<file path="src/shared/cssc_defs.svh">
// Offsets, field positions, reset values and timing counts of the set-point slew control.
`ifndef CSSC_DEFS_SVH
`define CSSC_DEFS_SVH

`define CSSC_CLK_MHZ            50
`define CSSC_IDX_BB_VOLT        6'h19
`define CSSC_IDX_SLEW           6'h1a
`define CSSC_IDX_FIRST_SET      6'h30
`define CSSC_IDX_SECOND_SET     6'h31
`define CSSC_IDX_STATUS         6'h32
`define CSSC_IDX_FIRST_NOW      6'h33
`define CSSC_IDX_SECOND_NOW     6'h34
`define CSSC_RST_BB_VOLT        8'hb2
`define CSSC_RST_SLEW           8'h06
`define CSSC_RST_BB_MV          12'hce4
`define CSSC_BB_PS_BIT          7
`define CSSC_SLEW_GO_BIT        7
`define CSSC_SLEW_AUTO_BIT      6
`define CSSC_SLEW_IMMEDIATE     3'h7
`define CSSC_BB_CODE_KNEE       6'h10
`define CSSC_BB_CODE_LAST       6'h34
`define CSSC_BB_MV_BASE         1175
`define CSSC_BB_MV_FINE         25
`define CSSC_BB_MV_KNEE         1600
`define CSSC_BB_MV_COARSE       50
`define CSSC_STEP_BASE_US       160
`define CSSC_BLANK_MS           5
`define CSSC_STEP_BASE_CYCLES   (`CSSC_STEP_BASE_US * `CSSC_CLK_MHZ)
`define CSSC_BLANK_CYCLES       (`CSSC_BLANK_MS * 1000 * `CSSC_CLK_MHZ)
`define CSSC_RSP_OKAY           2'h0
`define CSSC_RSP_DECODEERROR    2'h3

`endif

</file>
<file path="src/shared/cssc_pkg.sv">
// Types shared by the set-point slew control modules.
package cssc_pkg;

  typedef logic [5:0]  cssc_code_t;
  typedef logic [17:0] cssc_blank_t;

  typedef struct packed {
    logic        read;
    logic        write;
    logic [7:0]  address;
    logic [31:0] writedata;
    logic [3:0]  byteenable;
  } cssc_avs_req_s;

  typedef struct packed {
    logic [31:0] readdata;
    logic [1:0]  response;
    logic        waitrequest;
  } cssc_avs_rsp_s;

  typedef struct packed {
    logic        pulse_skip_enable;
    cssc_code_t  code;
    logic [11:0] millivolt;
    logic        monitor_blank;
  } cssc_bb_out_s;

  typedef struct packed {
    logic        ack;
    logic [31:0] readdata;
    logic [1:0]  response;
    logic        go;
    logic        auto_apply_select;
    logic [2:0]  slew_code;
    logic        bb_pulse_skip;
    cssc_code_t  bb_code;
    logic [11:0] bb_mv;
    cssc_code_t  first_target;
    cssc_code_t  second_target;
    cssc_blank_t blank_cnt;
  } cssc_ctrl_s;

endpackage

</file>
<file path="src/core/cssc_step_timer.sv">
// Step interval tick generator for the slewed buck transitions.
`timescale 1ns/1ps
`include "cssc_defs.svh"
module cssc_step_timer #(
  parameter int BASE_CYCLES = `CSSC_STEP_BASE_CYCLES
) (
  input  wire logic       clock,
  input  wire logic       rst_n,
  input  wire logic [2:0] slew_code,
  input  wire logic       restart,
  output logic            tick
);
  localparam int W = $clog2(BASE_CYCLES + 1);

  typedef struct packed {
    logic [W-1:0] cnt;
  } cssc_timer_s;

  cssc_timer_s st;
  cssc_timer_s next_st;
  logic [W-1:0] limit;

  initial begin
    if (BASE_CYCLES < 64) begin
      $error("BASE_CYCLES must allow six halvings");
    end
  end

  always_comb begin
    next_st = st;
    limit = W'((BASE_CYCLES >> slew_code) - 1);
    tick = 1'b0;
    if (restart) begin
      next_st.cnt = '0;
    end else if (st.cnt >= limit) begin
      tick = 1'b1;
      next_st.cnt = '0;
    end else begin
      next_st.cnt = st.cnt + W'(1);
    end
  end

  always_ff @(posedge clock or negedge rst_n) begin
    if (!rst_n) begin
      st <= '0;
    end else begin
      st <= next_st;
    end
  end
endmodule // cssc_step_timer

</file>
<file path="src/core/cssc_stepper.sv">
// One buck converter's present voltage code, walked toward its target.
`timescale 1ns/1ps
module cssc_stepper #(
  parameter logic [5:0] RESET_CODE = 6'h00
) (
  input  wire logic       clock,
  input  wire logic       rst_n,
  input  wire logic       start,
  input  wire logic [5:0] target,
  input  wire logic       immediate,
  input  wire logic       tick,
  output logic [5:0]      present,
  output logic            busy
);
  typedef struct packed {
    logic [5:0] present;
    logic [5:0] goal;
  } cssc_step_s;

  cssc_step_s st;
  cssc_step_s next_st;

  always_comb begin
    next_st = st;
    if (start) begin
      next_st.goal = target;
      if (immediate) begin
        next_st.present = target;
      end
    end else if (immediate) begin
      next_st.present = st.goal;
    end else if (tick && st.present != st.goal) begin
      if (st.present < st.goal) begin
        next_st.present = st.present + 6'h01;
      end else begin
        next_st.present = st.present - 6'h01;
      end
    end
  end

  assign present = st.present;
  assign busy = (st.present != st.goal);

  always_ff @(posedge clock or negedge rst_n) begin
    if (!rst_n) begin
      st.present <= RESET_CODE;
      st.goal <= RESET_CODE;
    end else begin
      st <= next_st;
    end
  end
endmodule // cssc_stepper

</file>
<file path="src/core/cssc_top.sv">
// Register slave and set-point control for the buck-boost and slewed buck converters.
`timescale 1ns/1ps
`include "cssc_defs.svh"
module cssc_top #(
  parameter int         STEP_BASE_CYCLES = `CSSC_STEP_BASE_CYCLES,
  parameter int         BLANK_CYCLES     = `CSSC_BLANK_CYCLES,
  parameter logic [5:0] BUCK_RESET_CODE  = 6'h00
) (
  input  wire logic                    clock,
  input  wire logic                    rst_n,
  input  wire cssc_pkg::cssc_avs_req_s avs_req,
  output cssc_pkg::cssc_avs_rsp_s      avs_rsp,
  output cssc_pkg::cssc_bb_out_s       bb_out,
  output logic [5:0]                   first_buck_code,
  output logic [5:0]                   second_buck_code,
  output logic                         transition_busy
);

  localparam logic [7:0] RST_SLEW = `CSSC_RST_SLEW;
  localparam logic [7:0] RST_BB   = `CSSC_RST_BB_VOLT;

  cssc_pkg::cssc_ctrl_s st;
  cssc_pkg::cssc_ctrl_s next_st;

  logic       access;
  logic       fire;
  logic [5:0] idx;
  logic       wr_lane;
  logic       wr_bb;
  logic       wr_slew;
  logic       wr_first;
  logic       wr_second;
  logic       go_set;
  logic       auto_start;
  logic       start;
  logic       immediate;
  logic       tick;
  logic       first_busy;
  logic       second_busy;
  logic [5:0] first_now;
  logic [5:0] second_now;
  logic       bb_reserved;

  initial begin
    if (BLANK_CYCLES < 1 || BLANK_CYCLES >= (1 << 18)) begin
      $error("BLANK_CYCLES does not fit the blanking counter");
    end
  end

  // Buck-boost output voltage in millivolts; zero for a reserved code.
  function automatic logic [11:0] bb_millivolt(input logic [5:0] code);
    int mv;
    mv = 0;
    if (code < `CSSC_BB_CODE_KNEE) begin
      mv = `CSSC_BB_MV_BASE + `CSSC_BB_MV_FINE * int'(code);
    end else if (code <= `CSSC_BB_CODE_LAST) begin
      mv = `CSSC_BB_MV_KNEE + `CSSC_BB_MV_COARSE * int'(code - `CSSC_BB_CODE_KNEE);
    end
    return mv[11:0];
  endfunction

  // Decides whether a word index falls on a mapped register.
  function automatic logic index_mapped(input logic [5:0] index);
    logic hit;
    hit = 1'b0;
    case (index)
      `CSSC_IDX_BB_VOLT,
      `CSSC_IDX_SLEW,
      `CSSC_IDX_FIRST_SET,
      `CSSC_IDX_SECOND_SET,
      `CSSC_IDX_STATUS,
      `CSSC_IDX_FIRST_NOW,
      `CSSC_IDX_SECOND_NOW: begin
        hit = 1'b1;
      end
      default: begin
        hit = 1'b0;
      end
    endcase
    return hit;
  endfunction

  always_comb begin
    next_st = st;
    access = avs_req.read | avs_req.write;
    fire = access & st.ack;
    idx = avs_req.address[7:2];
    wr_lane = fire & avs_req.write & avs_req.byteenable[0];
    wr_bb = wr_lane && (idx == `CSSC_IDX_BB_VOLT);
    wr_slew = wr_lane && (idx == `CSSC_IDX_SLEW);
    wr_first = wr_lane && (idx == `CSSC_IDX_FIRST_SET);
    wr_second = wr_lane && (idx == `CSSC_IDX_SECOND_SET);
    bb_reserved = (st.bb_code > `CSSC_BB_CODE_LAST);

    // The first cycle of a request captures read data; the second completes it.
    next_st.ack = access & ~st.ack;
    if (access && !st.ack) begin
      next_st.readdata = 32'h0000_0000;
      next_st.response = index_mapped(idx) ? `CSSC_RSP_OKAY : `CSSC_RSP_DECODEERROR;
      case (idx)
        `CSSC_IDX_BB_VOLT: begin
          next_st.readdata[7:0] = {st.bb_pulse_skip, 1'b0, st.bb_code};
        end
        `CSSC_IDX_SLEW: begin
          // reserved bits five to three read zero.
          next_st.readdata[7:0] = {st.go, st.auto_apply_select, 3'h0, st.slew_code};
        end
        `CSSC_IDX_FIRST_SET: begin
          next_st.readdata[5:0] = st.first_target;
        end
        `CSSC_IDX_SECOND_SET: begin
          next_st.readdata[5:0] = st.second_target;
        end
        `CSSC_IDX_STATUS: begin
          next_st.readdata[3:0] = {bb_reserved, bb_out.monitor_blank,
                                   second_busy, first_busy};
        end
        `CSSC_IDX_FIRST_NOW: begin
          next_st.readdata[5:0] = first_now;
        end
        `CSSC_IDX_SECOND_NOW: begin
          next_st.readdata[5:0] = second_now;
        end
        default: begin
          next_st.readdata = 32'h0000_0000;
        end
      endcase
    end

    if (wr_bb) begin
      next_st.bb_pulse_skip = avs_req.writedata[`CSSC_BB_PS_BIT];
      next_st.bb_code = avs_req.writedata[5:0];
    end
    next_st.bb_mv = bb_millivolt(next_st.bb_code);

    if (wr_bb) begin
      next_st.blank_cnt = cssc_pkg::cssc_blank_t'(BLANK_CYCLES);
    end else if (st.blank_cnt != '0) begin
      next_st.blank_cnt = st.blank_cnt - 18'h00001;
    end

    if (wr_slew) begin
      next_st.auto_apply_select = avs_req.writedata[`CSSC_SLEW_AUTO_BIT];
      next_st.slew_code = avs_req.writedata[2:0];
    end
    if (wr_first) begin
      next_st.first_target = avs_req.writedata[5:0];
    end
    if (wr_second) begin
      next_st.second_target = avs_req.writedata[5:0];
    end

    go_set = wr_slew & avs_req.writedata[`CSSC_SLEW_GO_BIT];
    auto_start = st.auto_apply_select & (wr_first | wr_second);
    start = go_set | auto_start;

    if (go_set) begin
      next_st.go = 1'b1;
    end else if (st.go && !first_busy && !second_busy) begin
      next_st.go = 1'b0;
    end
  end

  // live slew code for all starts.
  assign immediate = (next_st.slew_code == `CSSC_SLEW_IMMEDIATE);

  cssc_step_timer #(
    .BASE_CYCLES (STEP_BASE_CYCLES)
  ) u_timer (
    .clock     (clock),
    .rst_n     (rst_n),
    .slew_code (st.slew_code),
    .restart   (start),
    .tick      (tick)
  );

  cssc_stepper #(
    .RESET_CODE (BUCK_RESET_CODE)
  ) u_first (
    .clock     (clock),
    .rst_n     (rst_n),
    .start     (start),
    .target    (next_st.first_target),
    .immediate (immediate),
    .tick      (tick),
    .present   (first_now),
    .busy      (first_busy)
  );

  cssc_stepper #(
    .RESET_CODE (BUCK_RESET_CODE)
  ) u_second (
    .clock     (clock),
    .rst_n     (rst_n),
    .start     (start),
    .target    (next_st.second_target),
    .immediate (immediate),
    .tick      (tick),
    .present   (second_now),
    .busy      (second_busy)
  );

  assign avs_rsp.readdata = st.readdata;
  assign avs_rsp.response = st.response;
  assign avs_rsp.waitrequest = access & ~st.ack;

  assign bb_out.pulse_skip_enable = st.bb_pulse_skip;
  assign bb_out.code = st.bb_code;
  assign bb_out.millivolt = st.bb_mv;
  assign bb_out.monitor_blank = (st.blank_cnt != '0);

  assign first_buck_code = first_now;
  assign second_buck_code = second_now;
  assign transition_busy = first_busy | second_busy;

  always_ff @(posedge clock or negedge rst_n) begin
    if (!rst_n) begin
      st.ack <= 1'b0;
      st.readdata <= 32'h0000_0000;
      st.response <= `CSSC_RSP_OKAY;
      st.go <= RST_SLEW[`CSSC_SLEW_GO_BIT];
      st.auto_apply_select <= RST_SLEW[`CSSC_SLEW_AUTO_BIT];
      st.slew_code <= RST_SLEW[2:0];
      st.bb_pulse_skip <= RST_BB[`CSSC_BB_PS_BIT];
      st.bb_code <= RST_BB[5:0];
      st.bb_mv <= `CSSC_RST_BB_MV;
      st.first_target <= BUCK_RESET_CODE;
      st.second_target <= BUCK_RESET_CODE;
      st.blank_cnt <= 18'h00000;
    end else begin
      st <= next_st;
    end
  end

endmodule // cssc_top

</file>
<file path="config.mk">
export PLATFORM = sky130hd
export DESIGN_NAME = cssc_top
export DESIGN_NICKNAME = d
export VERILOG_FILES = /design/src/shared/cssc_pkg.sv /design/src/core/cssc_step_timer.sv /design/src/core/cssc_stepper.sv /design/src/core/cssc_top.sv
export VERILOG_INCLUDE_DIRS = /design/src /design/src/shared
export SDC_FILE = /design/constraint.sdc
export NUM_CORES = 1
export LEC_CHECK = 0
export BUFFER_PORTS_ARGS = -buffer_cell sky130_fd_sc_hd__buf_2
export CAP_MARGIN = 0
export CORE_MARGIN = 1
export CORE_UTILIZATION = 52
export CTS_CLUSTER_SIZE = 14
export DETAILED_ROUTE_END_ITERATION = 7
export PLACE_DENSITY_LB_ADDON = 0.25
export SLEW_MARGIN = 10
export SYNTH_ARGS = -nofsm -noshare
export SYNTH_HDL_FRONTEND = slang
export SYNTH_SLANG_ARGS = --single-unit
</file>
<file path="constraint.sdc">
create_clock -name clock -period 4.06 [get_ports clock]
set_clock_uncertainty 0.05 [all_clocks]
set_input_delay 0.203 -clock clock [delete_from_list [all_inputs] [get_ports clock]]
set_output_delay 0.203 -clock clock [all_outputs]
set_load 0.005 [all_outputs]
</file>
==> results of run 1 <==
## per-stage QoR
stage / util / hold WS, ns / cell area (um2)
after floorplan: - / -0.1426 / 7486
after global placement: 0.5776 / 0.2845 / 7770
after detailed placement: 0.5776 / 0.2976 / 7770
after CTS: 0.6001 / 0.01207 / 8073
after global routing: 0.6089 / 0.03208 / 8192
final: 0.6089 / 0.03373 / 8192
## Yosys cell counts (all sizes together), types with 16 or more instances
cell    instances  share of area
a21oi          33          0.023
xnor2          32          0.038
xor2           17          0.020
dfrtp          89           0.31
clkbuf         16         0.0084
inv            59          0.030
nand2          65          0.034
nand3          22          0.015
ha             83           0.14
nor2           52          0.027
o21ai          31          0.021
buf            72          0.072
## report_power, final
| part | internal, mW | total (mW) | switching [mW] |
|---|---|---|---|
| registers | 1.15 | 1.27 | 0.119 |
| clock network | 0.482 | 0.872 | 0.390 |
| logic | 0.441 | 0.906 | 0.465 |
| total | 2.07 | 3.05 | 0.974 |
## worst register-to-register path: stages, from the launching register on
cell and delay (ns):
dfrtp_1 0.39, and3_4 0.19, nand2_1 0.13, mux2i_2 0.26
inv_1 0.12, ha_4 0.28, inv_1 0.06, fa_1 0.58
ha_4 0.22, ha_4 0.17, fa_2 0.42, a21o_1 0.18
a21oi_2 0.18, xnor2_2 0.15, nor3_2 0.06, xnor2_1 0.14
xnor2_1 0.13, o22ai_1 0.18
## metal layers
metal,up-vias,wire length (um),GRT usage
li1,2716,-,-
met1,2840,7420,0.3044
met2,150,8695,0.4318
met3,15,764,0.03491
met4,0,228,0.08333
met5,-,0,0
## cells by family after synthesis
family	Yosys count
AO/OA/AOI/OAI	150
buffers and inverters	148
XOR/XNOR	49
AND/OR/NAND/NOR	201
flip-flops	101
adder cells (fa/ha/maj)	91
multiplexers	29
other	1
## how the worst min path moves through the flow
stage | cells past startpoint | slack [ns] | end | startpoint
CTS | 3 | 0.01 | bb_out[19] | avs_req[11]
finish | 3 | 0.03 | bb_out[19] | avs_req[11]
detailed placement | 1 | 0.30 | u_timer.st[3] | rst_n
global route | 2 | 0.03 | st[52] | avs_req[10]
global placement | 1 | 0.28 | u_timer.st[3] | rst_n
floorplan | 0 | -0.14 | avs_rsp[10] | rst_n
## final cells by class
class | count | area [um2]
clock buffer | 11 | 232.7
clock inverter | 5 | 60.06
fill | 1182 | 5261
inverter | 60 | 226.5
multi-input combinational | 544 | 4189
sequential | 101 | 2542
tap | 176 | 220.2
timing repair buffer | 116 | 720.7
## registers in the layout, summed over array words and instances (netlist names)
| register | flops |
|---|---|
| u_first.present | 6 |
| avs_rsp | 9 |
| u_second.st | 6 |
| u_second.present | 6 |
| st | 36 |
| bb_out | 19 |
| u_timer.st | 13 |
| u_first.st | 6 |
## repair_timing
item,CTS,global route
resized for setup,0,11
endpoints found under the setup margin,0,3
setup buffers,0,6
hold endpoints to repair,52,0
hold buffers,1,0
==> run_results.csv, run 1 <==
group,metric,value,unit
timing,finalSetupViolations,0,
detailed_routing,wl,17.11,mm
floorplan,core.rowCount,42,
clock_network,cts_max_path_buffers,2,
setup_path,path_buf_inv,2,
global_route,antenna_found_initial,0,
synthesis,yosysWarnings,0,
timing,hold_viol_final,0,
setup_path,slowest_delay,0.58,ns
synthesis,synth_area_per_cell,9.481,um2
place,dp_slack,-0.2303,ns
synthesis,syn_inst,770,
synthesis,synth_edf_count,0,
place,place_congestion,0.8727,
clock_network,htreeDepth,3,
finish,drive_gt1_frac,0.2366,
setup_path,r2r_cells,17,
setup_path,critical_path.top_delay_family,"adder cells",
floorplan,initial_core_util,0.5427,
detailed_routing,drt_iter0_markers,441,
synthesis,synth_fa_ha_area_frac,0.1642,
setup_path,cpMaxStageDelayCell,"fa_1",
setup_path,cp-end-kind,"flip-flop",
synthesis,synth.mux.area_fraction,0.04404,
clock_network,cts_buffers,9,
floorplan,die-area,14520,um2
synthesis,ys_seq_area_frac,0.3482,
synthesis,synth_top_family_by_area,"adder cells",
timing,min_period_over_period,0.9711,
floorplan,die_h,120.5,um
detailed_routing,avgRoutedWirePerCell,16.89,um
timing,final_max_slew_viol_count,0,
finish,final_nets,971,
detailed_routing,drtAntennaViolNets,0,
finish,fin_cells,1013,
setup_path,cp-endpoint,"bb_out[12]",
finish,final_common_cell,"dfrtp_1",
floorplan,num_io_pins,116,
global_route,grt_overflow_total,0,
detailed_routing,routed_via_density,5.648,
timing,setup_ws,0.1173,ns
clock_network,clk_pin_slew,0.07,ns
setup_path,cp.arrival,4.17,ns
clock_network,clockRootBuffer,"clkbuf_16",
setup_path,critPathMaxFanout,3,
synthesis,synth_compound_area_frac,0.1381,
global_route,gr-usage-all-layers,0.2443,
floorplan,core,13450,um2
setup_path,startpoint_type,"flip-flop",
timing,fin_crit,3.943,ns
timing,worst_slew_pin_slew,1.038,ns
synthesis,synth-simple-area-share,0.1345,
place,dp_hpwl,12.92,mm
synthesis,synth_ff_type,"dfrtp_1",
worst_hold_path,hold_class,"in2reg",
detailed_routing,vias,5721,
setup_path,cp.depth,17,
timing,max_freq,253.6,MHz
synthesis,synthXorXnorAreaFrac,0.05878,
setup_path,rrSetupSlack,0.12,ns
setup_path,worstReg2RegEnd,"bb_out[12]",
finish,syn_to_final_growth,12.20,%
detailed_routing,drc_errors,0,
clock_network,insertion_delay,0.36,ns
setup_path,crit_type,"reg2reg",
setup_path,crit_start,"st[88]",
global_route,grt_start_max_net_pins,65,
place,io_buffers,62,
synthesis,synth-async-reset-ratio,1.000,
clock_network,clock-sinks,101,
synthesis,synth.distinct_cells,69,
pwr,power_leakage,4.114,nW
finish,mostFrequentLayoutCells,"89 x dfrtp_1, 77 x ha_1, 64 x nand2_1, 61 x buf_2, 57 x inv_1",
setup_path,r2r_start,"st[88]",
global_route,grt_pass1_vias,5705,
synthesis,ys_ff_latch,101,
place,placedCellCount,990,
synthesis,synthesis.area,7301,um2
clock_network,cts_tree,"yes",
pwr,vdd_drop_max,230.2,uV
timing,relSlewSlack,0.3024,
finish,antenna_cells,0,
timing,fin_setup_tns,0,ns
timing,rsz0062_at_grt,"yes",
setup_path,worst_path_most_repeated_cell,"ha_4",
pwr,power,3.048,mW
setup_path,cp.required,4.29,ns
floorplan,die_width,120.5,um
outcome,status,"finished clean",
detailed_routing,firstDrtPassIters,5,
global_route,grt_pass1_wl,27.77,mm
pwr,p_per_area,372.0,nW/um2
run,drv_cap,0,
setup_path,crit_chain,"and3_4 -> nand2_1 -> mux2i_2 -> inv_1 -> ha_4 -> inv_1 -> fa_1 -> ha_4 -> ha_4 -> fa_2 -> a21o_1 -> a21oi_2 -> xnor2_2 -> nor3_2 -> xnor2_1 -> xnor2_1 -> o22ai_1",
Power figures use the tool's default switching activity.
==> run 2: changes to the inputs <==
--- a/config.mk
+++ b/config.mk
@@ -8,8 +8,9 @@
 export LEC_CHECK = 0
 export BUFFER_PORTS_ARGS = -buffer_cell sky130_fd_sc_hd__buf_2
 export CAP_MARGIN = 0
+export CORE_ASPECT_RATIO = 1.25
 export CORE_MARGIN = 1
-export CORE_UTILIZATION = 52
+export CORE_UTILIZATION = 58
 export CTS_CLUSTER_SIZE = 14
 export DETAILED_ROUTE_END_ITERATION = 7
 export PLACE_DENSITY_LB_ADDON = 0.25
==> constraint.sdc (replaced) <==
create_clock -name clock -period 4.47 [get_ports clock]
set_clock_uncertainty 0.05 [all_clocks]
set_input_delay 0.2235 -clock clock [delete_from_list [all_inputs] [get_ports clock]]
set_output_delay 0.2235 -clock clock [all_outputs]
set_load 0.005 [all_outputs]
==> run_results.csv, run 2 (synthesis results as in run 1) <==
group,metric,value,unit
detailed_routing,routed_via_density,5.637,
place,io_buffers,62,
clock_network,cts_tree,"yes",
global_route,grt_overflow_total,0,
pwr,p_int,1.908,mW
pwr,pwr-share-seq,0.421,
setup_path,crit_type,"reg2reg",
floorplan,die_width,102.4,um
clock_network,cts_max_path_buffers,2,
pwr,p_comb_frac,0.267,
detailed_routing,drt_iter0_markers,383,
timing,fin_setup_tns,0,ns
finish,drive_gt1_frac,0.1901,
timing,fin_crit,4.270,ns
global_route,antenna_found_initial,0,
timing,relSlewSlack,0.3222,
detailed_routing,wl,15.97,mm
place,placed_area,7536,um2
setup_path,cp-end-kind,"flip-flop",
finish,largest_reg_flops,36,
clock_network,htreeDepth,3,
pwr,vdd_drop_max,223.1,uV
detailed_routing,firstDrtPassIters,7,
setup_path,cp.arrival,4.49,ns
pwr,power_leakage,4.001,nW
timing,max_freq,234.2,MHz
setup_path,critPathMaxFanout,5,
finish,syn_to_final_growth,7.952,%
detailed_routing,vias,5490,
global_route,gr-usage-all-layers,0.2596,
floorplan,initial_core_util,0.5975,
floorplan,core,12220,um2
timing,final_max_slew_viol_count,0,
timing,finalSetupViolations,0,
pwr,p_clk_frac,0.312,
setup_path,startpoint_type,"flip-flop",
finish,fin_cells,974,
pwr,p_per_area,346.5,nW/um2
detailed_routing,drtAntennaViolNets,0,
detailed_routing,avgRoutedWirePerCell,16.39,um
place,place_congestion,0.8608,
finish,post-route-cell-area,7881,um2
floorplan,num_io_pins,116,
clock_network,clock-sinks,101,
clock_network,clk_pin_slew,0.06,ns
finish,antenna_cells,0,
timing,worst_slew_pin_slew,1.009,ns
finish,post-route-util,0.6451,
global_route,grt_start_max_net_pins,61,
finish,mostFrequentLayoutCells,"89 x dfrtp_1, 83 x ha_1, 64 x nand2_1, 61 x buf_2, 58 x inv_1",
clock_network,post_cts_buffers,0,
clock_network,cts_buffers,9,
place,dp_hpwl,12.16,mm
pwr,power,2.731,mW
timing,setup_ws,0.1998,ns
finish,final_common_cell,"dfrtp_1",
floorplan,die_h,127.4,um
timing,hold_slack,0.06434,ns
timing,hold_viol_final,0,
clock_network,insertion_delay,0.35,ns
finish,top_register,"st",
floorplan,die-area,13040,um2
finish,final_nets,945,
place,placedCellCount,958,
run,drv_cap,0,
pwr,switchingPower,822.7,uW
worst_hold_path,hold_class,"in2reg",
pwr,swShare,0.3012,
clock_network,clockRootBuffer,"clkbuf_16",
timing,min_period_over_period,0.9553,
global_route,grt_pass1_wl,26.28,mm
floorplan,core.rowCount,45,
outcome,status,"finished clean",
global_route,grt_pass1_vias,5536,
detailed_routing,drc_errors,0,
setup_path,cp.required,4.69,ns
place,dp_slack,-0.1954,ns
timing,rsz0062_at_grt,"no",
## run 2: what timing repair did
item                       4_1_cts  5_1_grt
hold endpoints to repair        49        0
gates resized for setup          0        3
setup endpoints to repair        0        2
hold buffers                     1        0
## run 2: final timing paths
kind,start,end,slack [ns],cells after the start
max,st[88],bb_out[12],0.20,18
min,avs_req[11],bb_out[19],0.06,3
max reg2reg,st[88],bb_out[12],0.20,18
min reg2reg,avs_rsp[9],avs_rsp[9],0.43,2
max in group asynchronous,rst_n,st[24],2.91,3
min in group asynchronous,rst_n,u_timer.st[8],0.44,2
## run 2: layer usage
| metal | up-vias | wire, um | global-route usage |
|---|---|---|---|
| met2 | 144 | 8049 | 0.4422 |
| li1 | 2665 | - | - |
| met5 | - | 0 | 0 |
| met3 | 29 | 611 | 0.03173 |
| met4 | 0 | 443 | 0.1185 |
| met1 | 2652 | 6863 | 0.3259 |
## run 2: power groups by stage
stage,clock network (mW),logic [mW],registers (mW)
after floorplan,0,0.592,1.14
after global placement,0,0.695,1.16
after detailed placement,0,0.719,1.17
after CTS,0.868,0.729,1.15
after global routing,0.900,0.827,1.17
final,0.851,0.729,1.15
## run 2: area by class of cell
cell class / instances / area [um2]
sequential: 101 / 2542
clock inverter: 3 / 68.82
timing repair buffer: 90 / 525.5
clock buffer: 12 / 256.5
fill: 1030 / 4337
multi-input combinational: 544 / 4056
inverter: 60 / 226.5
tap: 164 / 205.2
## run 2: critical path: stages (launching register included)
cell and delay (ns):
dfrtp_1 0.38, and3_1 0.20, buf_4 0.16, nand2_1 0.15, mux2i_2 0.26, inv_1 0.09, ha_1 0.31, inv_1 0.07
fa_1 0.46, ha_1 0.32, ha_1 0.24, fa_1 0.41, a21o_1 0.18, a21oi_1 0.17, xnor2_1 0.12, nor3_2 0.21
xnor2_1 0.15, xnor2_1 0.08, o22ai_1 0.17
==> run 3: changes to the inputs <==
==> constraint.sdc (replaced) <==
create_clock -name clock -period 4.7 [get_ports clock]
set_clock_uncertainty 0.05 [all_clocks]
set_input_delay 0.235 -clock clock [delete_from_list [all_inputs] [get_ports clock]]
set_output_delay 0.235 -clock clock [all_outputs]
set_load 0.005 [all_outputs]
==> run_results.csv, run 3 (synthesis results as in run 1) <==
group,metric,value,unit
clock_network,cts_tree,"yes",
setup_path,path_buf_inv,1,
detailed_routing,wl,16.03,mm
finish,largest_reg_flops,36,
finish,final_nets,933,
finish,n_fill_cell,1031,
setup_path,cp.required,4.92,ns
floorplan,initial_core_util,0.5975,
detailed_routing,top_layer,"met4",
floorplan,core.rowCount,45,
setup_path,cp-end-kind,"flip-flop",
detailed_routing,drc_errors,0,
timing,hold_slack,0.07098,ns
timing,finalSetupViolations,0,
global_route,grt_pass1_vias,5579,
pwr,vdd_drop_max,208.8,uV
timing,rsz0062_at_grt,"no",
detailed_routing,vias,5528,
floorplan,num_io_pins,116,
setup_path,critical_path.top_delay_family,"adder cells",
global_route,grt_start_max_net_pins,53,
global_route,antenna_found_initial,0,
clock_network,insertion_delay,0.35,ns
place,dp_hpwl,12.40,mm
setup_path,slowest_delay,0.49,ns
run,drv_cap,0,
place,io_buffers,62,
clock_network,clock-sinks,101,
clock_network,cts_max_path_buffers,2,
timing,min_period_over_period,0.9330,
floorplan,die_h,127.4,um
setup_path,critPathMaxFanout,7,
timing,hold_viol_final,0,
worst_hold_path,hold_class,"in2reg",
timing,setup_ws,0.3147,ns
clock_network,cts_buffers,9,
detailed_routing,drt_iter0_markers,228,
detailed_routing,drtAntennaViolNets,0,
setup_path,crit_chain,"and3_1 -> and2_2 -> mux2i_4 -> inv_1 -> ha_1 -> fa_1 -> ha_1 -> ha_1 -> fa_1 -> a21o_1 -> a21oi_1 -> xnor2_1 -> nor3_1 -> xnor2_1 -> xnor2_1 -> o22ai_1",
finish,syn_to_final_growth,6.255,%
pwr,power,2.527,mW
outcome,status,"finished clean",
detailed_routing,avgRoutedWirePerCell,16.65,um
place,placed_area,7445,um2
timing,fin_crit,4.385,ns
finish,top_register,"st",
pwr,power_leakage,3.926,nW
pwr,p_per_area,325.8,nW/um2
clock_network,clk_pin_slew,0.07,ns
timing,worst_slew_pin_slew,1.009,ns
finish,mostFrequentLayoutCells,"89 x dfrtp_1, 83 x ha_1, 64 x nand2_1, 61 x buf_2, 58 x inv_1",
setup_path,cp.arrival,4.60,ns
clock_network,htreeDepth,3,
timing,final_max_slew_viol_count,0,
place,dp_slack,0.01152,ns
floorplan,die_width,102.4,um
timing,relSlewSlack,0.3223,
finish,final_common_cell,"dfrtp_1",
detailed_routing,routed_via_density,5.740,
global_route,grt_overflow_total,0,
detailed_routing,wl_met1,6.822,mm
detailed_routing,wl_met2,8.229,mm
finish,antenna_cells,0,
global_route,grt_pass1_wl,26.93,mm
floorplan,core,12220,um2
setup_path,startpoint_type,"flip-flop",
finish,post-route-cell-area,7757,um2
global_route,gr-usage-all-layers,0.2650,
detailed_routing,firstDrtPassIters,6,
clock_network,post_cts_buffers,0,
setup_path,cpMaxStageDelayCell,"fa_1",
timing,max_freq,228.0,MHz
timing,fin_setup_tns,0,ns
detailed_routing,wl_met3,531,um
floorplan,die-area,13040,um2
clock_network,clockRootBuffer,"clkbuf_16",
setup_path,crit_type,"reg2reg",
finish,drive_gt1_frac,0.1752,
place,place_congestion,0.8728,
==> run 3: worst paths after layout <==
path / start / to / slack [ns] / cells past startpoint
max: st[88] / bb_out[12] / 0.31 / 16
min: avs_req[11] / bb_out[19] / 0.07 / 3
max reg2reg: st[88] / bb_out[12] / 0.31 / 16
min reg2reg: bb_out[19] / bb_out[19] / 0.44 / 2
max in group asynchronous: rst_n / avs_rsp[8] / 3.07 / 3
min in group asynchronous: rst_n / u_timer.st[2] / 0.42 / 2
==> run 3: metal layers <==
layer | track usage | vias to the layer above
li1 | - | 2635
met1 | 0.3330 | 2729
met2 | 0.4611 | 133
met3 | 0.03501 | 31
met4 | 0.09580 | 0
met5 | 0 | -
==> run 3: report_power, final <==
part	switching, mW	internal (mW)	leakage, nW	total (mW)
clock	0.332	0.418	0.143	0.749
sequential	0.101	0.994	1.20	1.09
combinational	0.370	0.313	2.58	0.683
total	0.803	1.72	3.93	2.53
==> run 3: final cells by class <==
cell class	count	area [um2]	share of cell area
clock buffers	10	229.0	0.02952
clock inverters	6	72.57	0.009355
inverters	60	225.2	0.02903
multi-input cells	544	4048	0.5218
flip-flops and latches	101	2542	0.3277
well taps	164	205.2	0.02645
repair buffers	78	435.4	0.05613
==> run 3: worst register-to-register path: stages, from the launching register on <==
cell,delay (ns)
dfrtp_1,0.36
and3_1,0.31
and2_2,0.33
mux2i_4,0.28
inv_1,0.11
ha_1,0.32
fa_1,0.49
ha_1,0.31
ha_1,0.23
fa_1,0.41
a21o_1,0.17
a21oi_1,0.16
xnor2_1,0.12
nor3_1,0.24
xnor2_1,0.17
xnor2_1,0.09
o22ai_1,0.16
==> run 3: what timing repair did <==
item	CTS	global route
gates resized for setup	0	1
hold buffers	1	0
endpoints found under the setup margin	0	1
endpoints found under the hold margin	40	0
==> run 3: metrics by stage <==
step             util  std cells
2_1_floorplan       -        793
4_1_cts        0.6348        963
3_3_place_gp   0.6093        946
6_report       0.6349        963
5_1_grt        0.6349        963
3_5_place_dp   0.6093        946
